File: src/lmx_pkg.sv
// Package for the literal and move instruction executor.
// Assumes a single core clock; shared by the executor and its checker.
package lmx_pkg;

  // Opcode patterns in the upper bits of the 16-bit program word
  localparam logic [7:0] OPC_LOAD_BANK_HI    = 8'h01; // 0000 0001
  localparam logic [7:0] OPC_LOAD_WORKING    = 8'h0E; // 0000 1110
  localparam logic [6:0] OPC_COPY_WORKING    = 7'h37; // 0110 111

  // Field positions in the program word
  localparam int ACCESS_BIT_POS = 8;

  // Reset values and the fixed upper bank nibble
  localparam logic [7:0] WORKING_RST = 8'h00;
  localparam logic [7:0] BANK_RST    = 8'h00;
  localparam logic [3:0] BANK_HI_FIXED = 4'h0;

  // Access bank split and indexed literal offset limit
  localparam logic [7:0] ACCESS_SPLIT    = 8'h60;
  localparam logic [7:0] INDEXED_MAX     = 8'h5F; // 95
  localparam logic [3:0] ACCESS_HI_BANK  = 4'hF;
  localparam logic [3:0] ACCESS_LO_BANK  = 4'h0;

  // Four phases of one instruction cycle
  typedef enum logic [1:0] {
    LMX_DECODE,
    LMX_READ,
    LMX_PROCESS,
    LMX_WRITE
  } lmx_phase_e;

endpackage : lmx_pkg

File: src/lmx_exec.sv
// Executor for the bank-select literal load, working-register literal
// load and working-to-file copy instructions.
// Assumes the fetch stage holds instr_i stable through the decode phase
// of each four-phase cycle and that data memory takes one write strobe
// per cycle, landing it on the edge that ends the write phase.
// Other words write no register or memory but raise illegal_o and still reload mem_addr_o and mem_wdata_o; the index
// pointer of the extended set is modelled by the index_base_i input.
module lmx_exec
  import lmx_pkg::*;
(
  input  wire logic        ref_clk_i,
  input  wire logic        sys_rst_i,
  input  wire logic [15:0] instr_i,
  input  wire logic        ext_set_en_i,
  input  wire logic [11:0] index_base_i,
  output logic       [1:0] phase_o,
  output logic             cycle_end_o,
  output logic       [7:0] working_o,
  output logic       [7:0] bank_select_o,
  output logic      [11:0] mem_addr_o,
  output logic       [7:0] mem_wdata_o,
  output logic             mem_we_o,
  output logic             status_we_o,
  output logic             illegal_o
);

  // Instruction class decoded in the first phase
  typedef enum logic [1:0] {
    LMX_OP_NONE,
    LMX_OP_BANK,
    LMX_OP_WORK,
    LMX_OP_COPY
  } lmx_op_e;

  // Sorts a program word into one of the three classes or none; the bank load
  // takes any upper literal nibble, since that nibble is dropped anyway
  function automatic lmx_op_e lmx_decode(input logic [15:0] w);
    lmx_op_e o;
    o = LMX_OP_NONE;
    if (w[15:8] == OPC_LOAD_WORKING) begin
      o = LMX_OP_WORK;
    end else if (w[15:8] == OPC_LOAD_BANK_HI) begin
      o = LMX_OP_BANK;
    end else if (w[15:9] == OPC_COPY_WORKING) begin
      o = LMX_OP_COPY;
    end
    return o;
  endfunction : lmx_decode

  // Registered state, one _q and _d pair per group of state
  lmx_phase_e  phase_q, phase_d;
  lmx_op_e     op_q, op_d;
  logic [7:0]  lit_q, lit_d;
  logic        acc_q, acc_d;
  logic [11:0] addr_q, addr_d;
  logic [7:0]  working_q, working_d;
  logic [7:0]  bank_q, bank_d;
  logic [7:0]  wdata_q, wdata_d;
  logic        we_q, we_d;
  logic        ill_q, ill_d;

  // Forms the data memory address of a copy. The indexed test comes
  // before the access bank split, so it shadows the low access half
  function automatic logic [11:0] lmx_resolve(
    input logic        acc,
    input logic [7:0]  f,
    input logic [7:0]  bank,
    input logic        ext,
    input logic [11:0] base
  );
    logic [11:0] r;
    r = 12'h000;
    if (acc) begin
      r = {bank[3:0], f};
    end else if (ext && (f <= INDEXED_MAX)) begin
      r = base + {4'h0, f};
    end else if (f < ACCESS_SPLIT) begin
      r = {ACCESS_LO_BANK, f};
    end else begin
      r = {ACCESS_HI_BANK, f};
    end
    return r;
  endfunction : lmx_resolve

  // Phase sequencer: four edges make one instruction cycle, and each of
  // the three instructions here completes within a single cycle
  always_comb begin
    case (phase_q)
      LMX_DECODE:  phase_d = LMX_READ;
      LMX_READ:    phase_d = LMX_PROCESS;
      LMX_PROCESS: phase_d = LMX_WRITE;
      LMX_WRITE:   phase_d = LMX_DECODE;
      default:     phase_d = LMX_DECODE;
    endcase
  end

  // Phase register; reset lands on a decode phase
  always_ff @(posedge ref_clk_i) begin
    if (sys_rst_i) begin
      phase_q <= LMX_DECODE;
    end else begin
      phase_q <= phase_d;
    end
  end

  // Decode: the word is looked at only on the edge that ends the decode
  // phase, so the fetch side is free to change it in the other three
  always_comb begin
    op_d  = op_q;
    lit_d = lit_q;
    acc_d = acc_q;
    ill_d = ill_q;
    if (phase_q == LMX_DECODE) begin
      op_d  = lmx_decode(instr_i);
      lit_d = instr_i[7:0];
      acc_d = instr_i[ACCESS_BIT_POS];
      ill_d = (op_d == LMX_OP_NONE); // Unknown words run as a no-op
    end
  end

  // Decoded class, literal or file address, access bit, illegal flag
  always_ff @(posedge ref_clk_i) begin
    if (sys_rst_i) begin
      op_q  <= LMX_OP_NONE;
      lit_q <= 8'h00;
      acc_q <= 1'b0;
      ill_q <= 1'b0;
    end else begin
      op_q  <= op_d;
      lit_q <= lit_d;
      acc_q <= acc_d;
      ill_q <= ill_d;
    end
  end

  // Address: formed on the edge that ends the read phase, after decode,
  // so a bank load in the instruction just before already counts; the
  // extended set enable is sampled here and nowhere else
  always_comb begin
    addr_d = addr_q;
    if (phase_q == LMX_READ) begin
      addr_d = lmx_resolve(acc_q, lit_q, bank_q, ext_set_en_i,
                           index_base_i);
    end
  end

  // Resolved address; stands from the process phase to the next read
  always_ff @(posedge ref_clk_i) begin
    if (sys_rst_i) begin
      addr_q <= 12'h000;
    end else begin
      addr_q <= addr_d;
    end
  end

  // Write data and strobe: captured on the edge that ends the process
  // phase, so both stand through the whole write phase
  always_comb begin
    wdata_d = wdata_q;
    we_d    = 1'b0;
    if (phase_q == LMX_PROCESS) begin
      wdata_d = working_q;
      we_d    = (op_q == LMX_OP_COPY);
    end
  end

  // Strobe register; a one-cycle pulse per copy
  always_ff @(posedge ref_clk_i) begin
    if (sys_rst_i) begin
      wdata_q <= 8'h00;
      we_q    <= 1'b0;
    end else begin
      wdata_q <= wdata_d;
      we_q    <= we_d;
    end
  end

  // Working and bank select: written on the edge that ends the write
  // phase, so a copy in the same cycle still sees the old working value
  always_comb begin
    working_d = working_q;
    bank_d    = bank_q;
    if (phase_q == LMX_WRITE) begin
      case (op_q)
        LMX_OP_BANK: bank_d    = {BANK_HI_FIXED, lit_q[3:0]};
        LMX_OP_WORK: working_d = lit_q;
        default: ;
      endcase
    end
  end

  // Architectural registers
  always_ff @(posedge ref_clk_i) begin
    if (sys_rst_i) begin
      working_q <= WORKING_RST;
      bank_q    <= BANK_RST;
    end else begin
      working_q <= working_d;
      bank_q    <= bank_d;
    end
  end

  // Outputs; none of these instructions touches the status flags, so
  // their write enable is tied low rather than decoded
  assign phase_o       = phase_q;
  assign cycle_end_o   = (phase_q == LMX_WRITE);
  assign working_o     = working_q;
  assign bank_select_o = bank_q;
  assign mem_addr_o    = addr_q;
  assign mem_wdata_o   = wdata_q;
  assign mem_we_o      = we_q;
  assign status_we_o   = 1'b0;
  assign illegal_o     = ill_q;

endmodule : lmx_exec

File: config.mk
export PLATFORM = sky130hd
export DESIGN_NAME = lmx_exec
export DESIGN_NICKNAME = d
export VERILOG_FILES = /design/src/lmx_pkg.sv /design/src/lmx_exec.sv
export SDC_FILE = /design/constraint.sdc
export NUM_CORES = 1
export LEC_CHECK = 0
export ABC_CLOCK_PERIOD_IN_PS = 3250
export BUFFER_PORTS_ARGS = -buffer_cell sky130_fd_sc_hd__buf_2
export CORE_ASPECT_RATIO = 1.25
export CORE_UTILIZATION = 39
export DETAILED_ROUTE_END_ITERATION = 7
export GPL_TIMING_DRIVEN = 0
export PLACE_DENSITY_LB_ADDON = 0.08
export SLEW_MARGIN = 10
export SYNTH_ARGS = -nofsm -noshare
export SYNTH_HDL_FRONTEND = slang
export SYNTH_SLANG_ARGS = --single-unit
File: constraint.sdc
create_clock -name ref_clk_i -period 3.25 [get_ports ref_clk_i]
set_clock_uncertainty 0.1 [all_clocks]
set_input_delay 0.1625 -clock ref_clk_i [delete_from_list [all_inputs] [get_ports ref_clk_i]]
set_output_delay 0.1625 -clock ref_clk_i [all_outputs]
set_load 0.005 [all_outputs]
# Yosys cells after proc, flatten, opt, wreduce, memory -nomap -nowiden
# Index checks and enable logic that the tools add are counted.
# word_totals
regBits	47
inputBits	31
output_inout_bits	42
word_cells	37
# classes
addsub	1
magnitude_cmp	2
n_eq_ne	9
mux	8
bitwise	1
reduce_logical	6
# ops
operator	n
$mux W12	3
$add A12 B8 Y12	1
$eq A2 B2 Y1 const B	4
$eq A8 B1 Y1 const B	1
$eq A8 B4 Y1 const B	1
$le A8 B7 Y1 const B	1
$lt A8 B7 Y1 const B	1
$mux W2	4
$pmux W2 S4	1
$eq A7 B6 Y1 const B	1
$eq A2 B1 Y1 const B	2
$logic_not A2 Y1	2
$reduce_and A2 Y1	2
$reduce_or A2 Y1	1
$logic_and A1 B1 Y1	1
$not A1 Y1	1

# Longest topological paths before layout
# Gate-level depths: netlist of the first run.
# depth
word_depth	6
ltp_mapped	8
mapped_depth_nobuf	8

# Worst setup path after synthesis of the first run
# OpenSTA, ideal clock, no wires.
# synth_timing
path_type	reg-to-reg
start	register lit_q[0]
end	register addr_q[8] (netlist: mem_addr_o[8])
setup_time_ps	129
t_arrival_ps	1644
t_required_ps	3021
setup_slack_ps	1377
stages_incl_launch_ff	9
n_path_buf	0
synth_period_minus_slack_ps	1873
path_cell_list	dfxtp_1 -> ha_1 -> inv_1 -> fa_1 -> nor2b_1 -> o31a_1 -> o31a_1 -> xnor2_1 -> o22ai_1
# synth_via
elab_chain_cells	4
elab_cells_between_ends	7
classes_between	add/sub: 1; order compare: 2; mux: 3; reduce/logical: 1
# synth_lines
element	line_no	rtl
from (decl)	lmx_exec.sv:53	logic [7:0] lit_q, lit_d;
from (signal assigned)	lmx_exec.sv:130	lit_q <= lit_d;
$lt A8 B7 Y1 / $le A8 B7 Y1 (equally long branches)	lmx_exec.sv:77, lmx_exec.sv:75	
$mux W12 / $logic_and A1 B1 Y1 (equally long branches)	lmx_exec.sv:77, lmx_exec.sv:75	
$mux W12 *	lmx_exec.sv:75	end else if (ext && (f <= INDEXED_MAX)) begin
$mux W12 *	lmx_exec.sv:73	if (acc) begin
to (signal assigned)	lmx_exec.sv:152	addr_q <= addr_d;
to (decl)	lmx_exec.sv:55	logic [11:0] addr_q, addr_d;
# Mark *: on every way between the ends. The rest lies on a longest branch, timed or not.
# A chain may end at the register's enable or synchronous reset.

# Final worst setup path of the first run
# Same ends and word-level chain as after synthesis.

==> impl_summary.md, run 1 <==
Status
The run finished with clean final reports.

Worst setup path
The endpoint of the most critical register-to-register path is mem_addr_o[8]. The worst register-to-register path has a setup slack of 1040 ps. The worst setup path is captured at a flip-flop. The startpoint of the most critical setup path is lit_q[0].

The most critical setup path has its endpoint at mem_addr_o[8]. The critical path launch point type is a flip-flop. The critical path goes through ha_1 > inv_1 > fa_1 > nor2b_1 > o31a_1 > o31a_1 > xnor2_1 > o22ai_1. Of all nets on the critical path, the largest fanout is 5.

Measured in cells, the most critical reg-to-reg path has a length of 8. The slowest stage of the critical path is the dfxtp_1 cell. The most numerous cell type found on the critical path is o31a_1. In this run the critical register-to-register path is launched from lit_q[0]. The largest incremental delay on the critical path is 430 ps.

The worst setup path is of the flip-flop to flip-flop kind. For the worst setup path, the data required time is 3330 ps. The data arrival at the endpoint of the critical path is 2280 ps.

Synthesis
The combined area of all synthesized cells is 2390 µm². The number of synthesis warnings is 0. Dividing the synthesized area by the synthesized cell count gives 8.91 µm². Synthesis inferred 47 register bits. The share of synthesized area occupied by flip-flops and latches is 0.394. The main combinational cell family by area after synthesis is simple AND/OR/NAND/NOR gates. Counting flops with a built-in enable in the synthesized netlist gives 0. The multiplexer share of the synthesized area is 0.122. In the synthesized netlist the dominant register cell turns out to be dfxtp_1. The post-synthesis cell type count is 47. The cell count after synthesis came out at 268. The fraction of registers with async set or reset after synthesis is 0. The complex-gate fraction of the synthesized area came to 0.145. Of the total synthesized cell area, the portion taken by full adders, half adders and majority gates is 0.0765. Of the total synthesized cell area, the portion taken by XOR and XNOR cells is 0.0183. Of the total synthesized cell area, the portion taken by AND, OR, NAND and NOR gates is 0.194.

Final layout
0 antenna diodes ended up in the layout. Leaving out fill and tap cells, the most frequent cell in the layout is buf_2. In the layout the commonest cells are buf_2 (70), dfxtp_1 (47), nor2_1 (45). From synthesis to final layout, the design area changed by 25.4%. The number of nets in the finished design is 395. The fraction of the core area covered by cells at the end of the flow is 0.511.

The count of placed standard cells in the final layout, fillers left out is 433. Of the cells placed in the final design, the portion with a size suffix greater than 1 is 0.245. The final design instance area without fill is 2990 µm². The number of inserted filler cells in the final layout is 621. The sequential standard cell area is 941 µm². Summing all multi-input logic gate instances after layout gives 1350 µm².

Place
The cell area after placement is 2840 µm². The final weighted congestion of routability-driven global placement is 0.855. After legalization and detailed placement, the total HPWL measured 4410 µm. The number of cells after detailed placement is 421. The count of buffers added on input and output ports is 67. The worst slack after detailed placement is 1080 ps.

Pwr
The leakage power total is 1.46 nW. The power density over the cells is 570 nW/µm². The overall power is 1.71 mW.

The worst IR drop on VDD is 0.278 mV.

Floorplanning
After floorplanning, the core was divided into 31 placement rows. During I/O placement, the number of pins put on the boundary was 73. The area of the die is 6440 µm². The effective utilization at floorplan is 0.408. The floorplan step set the die height to 89.5 µm. From left edge to right edge, the die measures 72.0 µm. The floorplan core area is 5860 µm².

Drt
The number of nets still failing antenna checks after routing is 0. The vias per cell is 4.97. The detail-routed net length per standard cell is 13.4 µm.

The DRC violation count after routing is 0. In this run, the number of DRC markers left after iteration 0 of detailed routing was 64. The final wirelength is 5800 µm.

The total iterations of the first detailed-routing run is 4. For this block, the via count after detailed routing is 2,153.

STA
At the pin with the least slew margin, the transition time is 669 ps. The hold violation count in the final report came to 0. Derived from the worst setup path, the maximum achievable clock frequency is 453 MHz. The number of setup violations in the final report is 0. On the final layout, the worst hold slack is 4.19 ps. Setup repair after global routing left no endpoint under its margin.

The share of the clock period used by the worst path is 0.679. The setup TNS is 0 ps. The setup slack after layout is 1040 ps.

The time the worst path needs with I/O delays and setup is 2210 ps. Measured against its own limit, the worst slew margin works out to 0.554. The count of final max-slew check failures is 0.

Clock tree
The number of CTS-inserted buffers is 5. The TritonCTS clock tree is done. The clock slew at the register clock pins of the worst setup and hold paths is 90 ps. CTS saw 47 sinks.

The setup fix buffers added after clock tree synthesis is 0. The insertion delay to the later sink of the worst-skew pair is 300 ps. The total number of H-tree levels is 2. The cts-stage hold buffer count is 3. The clock root buffer is clkbuf_8. After clock tree synthesis, the repair step resized 0 gates.

The maximum number of buffers from clock root to sink is 2.

GRT
The first-pass GRT wire length is 9140 µm. For this run the aggregate overflow at the end of global routing stands at 0. Entering global routing, the biggest net connects 16 pins. For this run, the total global-route usage over all layers was measured as 0.185.

The number of antenna violations at the first check in global routing is 0. The via count of the first global-routing pass is 1,881.

Hold path
The worst hold path belongs to the class primary input to flip-flop. Along the worst hold path, the cell count comes to 3.

Run
The total of max-cap violations is 0.
## cell type report
class	count	share of cell area
repair buffers	71	0.125
flip-flops and latches	47	0.314
clock inverters	3	0.0146
well taps	82	0.0343
multi-input cells	201	0.449
clock buffers	5	0.0230
inverters	7	0.00878
plain buffers	17	0.0301
## kinds of logic (layout without fill, tap and decap cells)
logic type      after synthesis  in the layout
simple gates                 97             97
compound gates               51             51
flops                        47             47
mux                          29             29
buf+inv                      24            103
fa+ha+maj                    14             14
xor+xnor                      5              5
other cells                   1              5
## critical path, delay by kind of cell, from the launching register on
family                   cells  cell delay, ps
AO/OA/AOI/OAI                3             520
XOR/XNOR                     1             140
adder cells (fa/ha/maj)      2             600
buffers and inverters        1              60
flip-flops                   1             430
AND/OR/NAND/NOR              1             220
## worst min path at each step
stage / endpoint / slack, ps / startpoint
6_report: lit_q[0] / 4 / instr_i[0]
2_1_floorplan: acc_q / 210 / instr_i[8]
3_5_place_dp: lit_q[3] / 300 / instr_i[3]
3_3_place_gp: lit_q[1] / 300 / instr_i[1]
5_1_grt: lit_q[5] / 3 / instr_i[5]
4_1_cts: lit_q[0] / 0.8 / instr_i[0]
## state kept, by name (all words and copies together) (netlist names)
register and flops:
lit_q 8, working_o 8, mem_we_o 1, mem_wdata_o 8, phase_o 2, op_q 2
mem_addr_o 12, acc_q 1, bank_select_o 4, illegal_o 1
## Yosys cell counts (7+ instances only)
| cell | instances | area share |
|---|---|---|
| a21oi_1 | 15 | 0.031 |
| nor2_1 | 45 | 0.071 |
| ha_1 | 13 | 0.068 |
| mux2i_1 | 29 | 0.12 |
| nand2_1 | 13 | 0.020 |
| dfxtp_1 | 47 | 0.39 |
| clkbuf_1 | 7 | 0.011 |
| nor2b_1 | 10 | 0.026 |
| inv_1 | 7 | 0.011 |
## routing by layer
| metal | up-vias | track usage | routed length [µm] |
|---|---|---|---|
| met5 | - | 0 | 0 |
| li1 | 1092 | - | - |
| met2 | 58 | 0.324 | 2840 |
| met1 | 995 | 0.232 | 2670 |
| met3 | 8 | 0.0383 | 215 |
| met4 | 0 | 0.0499 | 68 |
## report_power, final
group	switching (mW)	total [mW]	internal, mW	leakage (nW)
Combinational	0.300	0.560	0.260	1.02
Sequential	0.0661	0.714	0.647	0.383
Clock	0.203	0.433	0.229	0.0581
Total	0.570	1.71	1.14	1.46
No activity file was read; power rests on OpenSTA's default activity.
==> inputs of run 2 (changes only) <==
--- a/config.mk
+++ b/config.mk
@@ -5,7 +5,8 @@
 export SDC_FILE = /design/constraint.sdc
 export NUM_CORES = 1
 export LEC_CHECK = 0
-export ABC_CLOCK_PERIOD_IN_PS = 3250
+export ABC_AREA = 1
+export ABC_CLOCK_PERIOD_IN_PS = 1800
 export BUFFER_PORTS_ARGS = -buffer_cell sky130_fd_sc_hd__buf_2
 export CORE_ASPECT_RATIO = 1.25
 export CORE_UTILIZATION = 39
==> constraint.sdc (replaced) <==
create_clock -name ref_clk_i -period 1.8 [get_ports ref_clk_i]
set_clock_uncertainty 0.1 [all_clocks]
set_input_delay 0.09 -clock ref_clk_i [delete_from_list [all_inputs] [get_ports ref_clk_i]]
set_output_delay 0.09 -clock ref_clk_i [all_outputs]
set_load 0.005 [all_outputs]
==> run 2 against run 1 <==
Via count grew 15%. Critical endpoint unchanged. Synthesized cell count grew 33%. Critical path depth grew 4. Die area grew 4.1%. Worst setup slack lost 1000 ps.
==> impl_summary.md, run 2 <==
Status
The run finished with clean final reports.

Synthesis
The combined area of all synthesized cells is 2490 µm² (+4.2%). The top cell type's share of synthesized area was 0.378 (-0.0159). Summed over all instances, the cell type with the most area after synthesis is dfxtp_1.

The post-synthesis cell type count is 34 (-28%). The most repeated cell in the gate-level netlist after synthesis is nand2_1. The per-instance average area after synthesis came to 6.99 µm² (-22%).

In the synthesized netlist, the cells that appear most often are nand2_1 (57), nor2_1 (52), dfxtp_1 (47). The gate count after technology mapping was 356 (+33%). The fraction of registers with async set or reset after synthesis is 0 (unchanged).

By area the synthesized netlist is led by dfxtp_1 (38%), nand2_1 (8.6%), nor2_1 (7.8%). The share of synthesized area occupied by flip-flops and latches came to 0.378 (-0.0159). The number of synthesis warnings was 0 (unchanged).

The number of flops mapped to enable cells by yosys is 0 (unchanged). The prevailing post-synth register cell is dfxtp_1. The post-synthesis register bit count was 47 (unchanged).

Drt
The vias per cell was 4.65 (-6.5%). The final wirelength is 6610 µm (+14%). The detail-routed net length per standard cell is 12.4 µm (-7.4%). The DRC violation count after routing is 0 (unchanged). The violation count after the first detailed-routing iteration is 78 (+22%). The total iterations of the first detailed-routing run is 4 (unchanged).

The detailed-route via count was 2,479 (+15%). The number of nets still failing antenna checks after routing is 0 (unchanged).

Floorplanning
The area of the die is 6700 µm² (+4.1%). The placement row count is 32 (+3.2%). The effective utilization at floorplan was 0.403 (-0.00420). The count of pins on the block boundary came to 73 (unchanged). The floorplan core area is 6170 µm² (+5.3%).

The die extent in x is 73.4 µm (+2.0%). The die height is 91.3 µm (+2.0%).

STA
The maximum clock rate came to 564 MHz (+24%). The count of final max-slew check failures is 0 (unchanged). The setup slack after layout was 26.7 ps (-1020 ps). The worst slack on hold paths is 1.75 ps (-2.44 ps).

The hold violation count in the final report is 0 (unchanged). The time the worst path needs with I/O delays and setup was 1770 ps (-432 ps). Setup repair after global routing could not meet its margin everywhere. The share of the clock period used by the worst path is 0.985 (+0.307). The setup TNS is 0 ps (unchanged). The number of setup violations in the final report was 0 (unchanged).

Final layout
The combined area of the multi-input logic cells is 1410 µm² (+4.8%). The leading cell type in the layout, fill and taps excluded is buf_2. The sequential standard cell area is 955 µm² (+1.5%). The area growth from synthesis to layout is 32.9%. The library cells used most frequently in the layout, excluding fill and tap cells, are buf_2 (71), nand2_1 (55), nor2_1 (51). The number of inserted filler cells in the final layout is 624 (+0.48%). The fraction of the core area covered by cells at the end of the flow is 0.536 (+0.0253).

The count of antenna diodes in the layout is 0 (unchanged). The number of flip-flops under the largest register name is 12 (unchanged). The fraction of final layout cells with drive strength greater than 1 is 0.299 (+0.0541). The number of nets in the finished design is 492 (+25%). The count of placed standard cells in the final layout, fillers left out is 533 (+23%).

GRT
The total congestion overflow after global routing is 0 (unchanged). The total global routing track utilization is 0.205 (+0.0203). The pin count of the biggest net entering global routing is 15 (-1). The first-pass GRT wire length was 10,500 µm (+15%). The number of antenna violations at the first check in global routing was 0 (unchanged).

The via count of the first global-routing pass is 2,268 (+21%).

Run
The total of max-cap violations came to 0 (unchanged).

Place
The worst slack after detailed placement came to -264 ps (-1340 ps). The HPWL after detailed placement was 5060 µm (+15%). The final weighted congestion of routability-driven global placement came to 0.810 (-5.3%).

The number of cells after detailed placement is 511 (+21%). The total of buffers placed on input and output ports is 66 (-1.5%).

Pwr
The power density over the cells was 1110 nW/µm² (+95%). The worst IR drop on VDD was 0.473 mV (+70%). The leakage power total is 1.65 nW (+13%).

Worst setup path
The data arrival at the endpoint of the critical path was 1920 ps (-360 ps). The worst-path maximum fanout was 3 (-2). The data required time at the worst endpoint is 1950 ps (-1380 ps). The worst setup path is captured at a flip-flop. The setup path with the least slack is of type flip-flop to flip-flop. The critical path launch point type is a flip-flop.

Clock tree
The maximum number of buffers from clock root to sink is 2 (unchanged). The number of CTS-inserted buffers is 5 (unchanged). The number of sinks handled by clock tree synthesis came to 47 (unchanged).

The clock slew at the register clock pins of the worst setup and hold paths came to 90 ps (about the same). TritonCTS built the clock tree. The clock root buffer is clkbuf_8. The insertion delay to the later sink of the worst-skew pair is 300 ps (about the same). The total number of H-tree levels is 2 (unchanged).

Hold path
The path class of the tightest hold or removal check is primary input to flip-flop.
run 2: where the power goes:
part           internal, mW  switching, mW  total, mW
sequential             1.26          0.166       1.42
combinational         0.650          0.895       1.55
clock                 0.350          0.362      0.712
total                  2.26           1.42       3.68
run 2: critical path: stages, from the launching register on:
cell	delay, ps
dfxtp_4	370
ha_4	130
inv_2	40
fa_2	410
nor2_1	100
nor2_1	60
inv_2	60
nand2_2	50
nand2_2	60
nor2_1	40
o21ai_1	110
nand2_1	80
a21oi_2	120
run 2: area by class of cell:
class                           instances  share of cell area
Multi-Input combinational cell        250               0.426
Sequential cell                        47               0.289
Timing Repair Buffer                   80               0.138
Inverter                               47              0.0549
Tap cell                               85              0.0322
Clock buffer                            7              0.0291
Buffer                                 16              0.0288
Clock inverter                          1             0.00227
run 2: worst paths after layout:
| check | startpoint | end | slack, ps | cells after the start |
|---|---|---|---|---|
| setup / recovery | lit_q[0] | mem_addr_o[8] | 30 | 12 |
| hold / removal | instr_i[5] | lit_q[5] | 2 | 3 |
| setup reg to reg | lit_q[0] | mem_addr_o[8] | 30 | 12 |
| hold reg to reg | mem_addr_o[5] | mem_addr_o[5] | 370 | 2 |
run 2: logic make-up after synthesis:
family                     share of synthesized area
and+or+nand+nor                                0.251
AOI/OAI and AO/OA                              0.177
other                                        0.00151
buffers and inverters                          0.108
xor gates and xnor gates                      0.0106
adders and majority gates                     0.0734
DFF                                            0.378
run 2: through the flow:
step           cell area [µm²]  total power, mW
3_3_place_gp              2940             2.77
3_5_place_dp              2940             2.77
5_1_grt                   3310             3.98
2_1_floorplan             2500             2.32
4_1_cts                   3160             3.54
6_report                  3310             3.68
run 2: per-layer routing:
metal / up-vias / global-route usage / share of wire
met5: - / 0 / 0
met3: 10 / 0.0355 / 0.030
li1: 1321 / - / -
met2: 49 / 0.370 / 0.50
met4: 0 / 0.0657 / 0.018
met1: 1099 / 0.241 / 0.45
run 2: what timing repair did:
action | in CTS | in global routing
buffers inserted | 1 | 5
endpoints found under the setup margin | 12 | 20
endpoints found under the hold margin | 14 | 0
pin swaps | 0 | 10
hold buffers | 8 | 0
gates resized for setup | 13 | 24
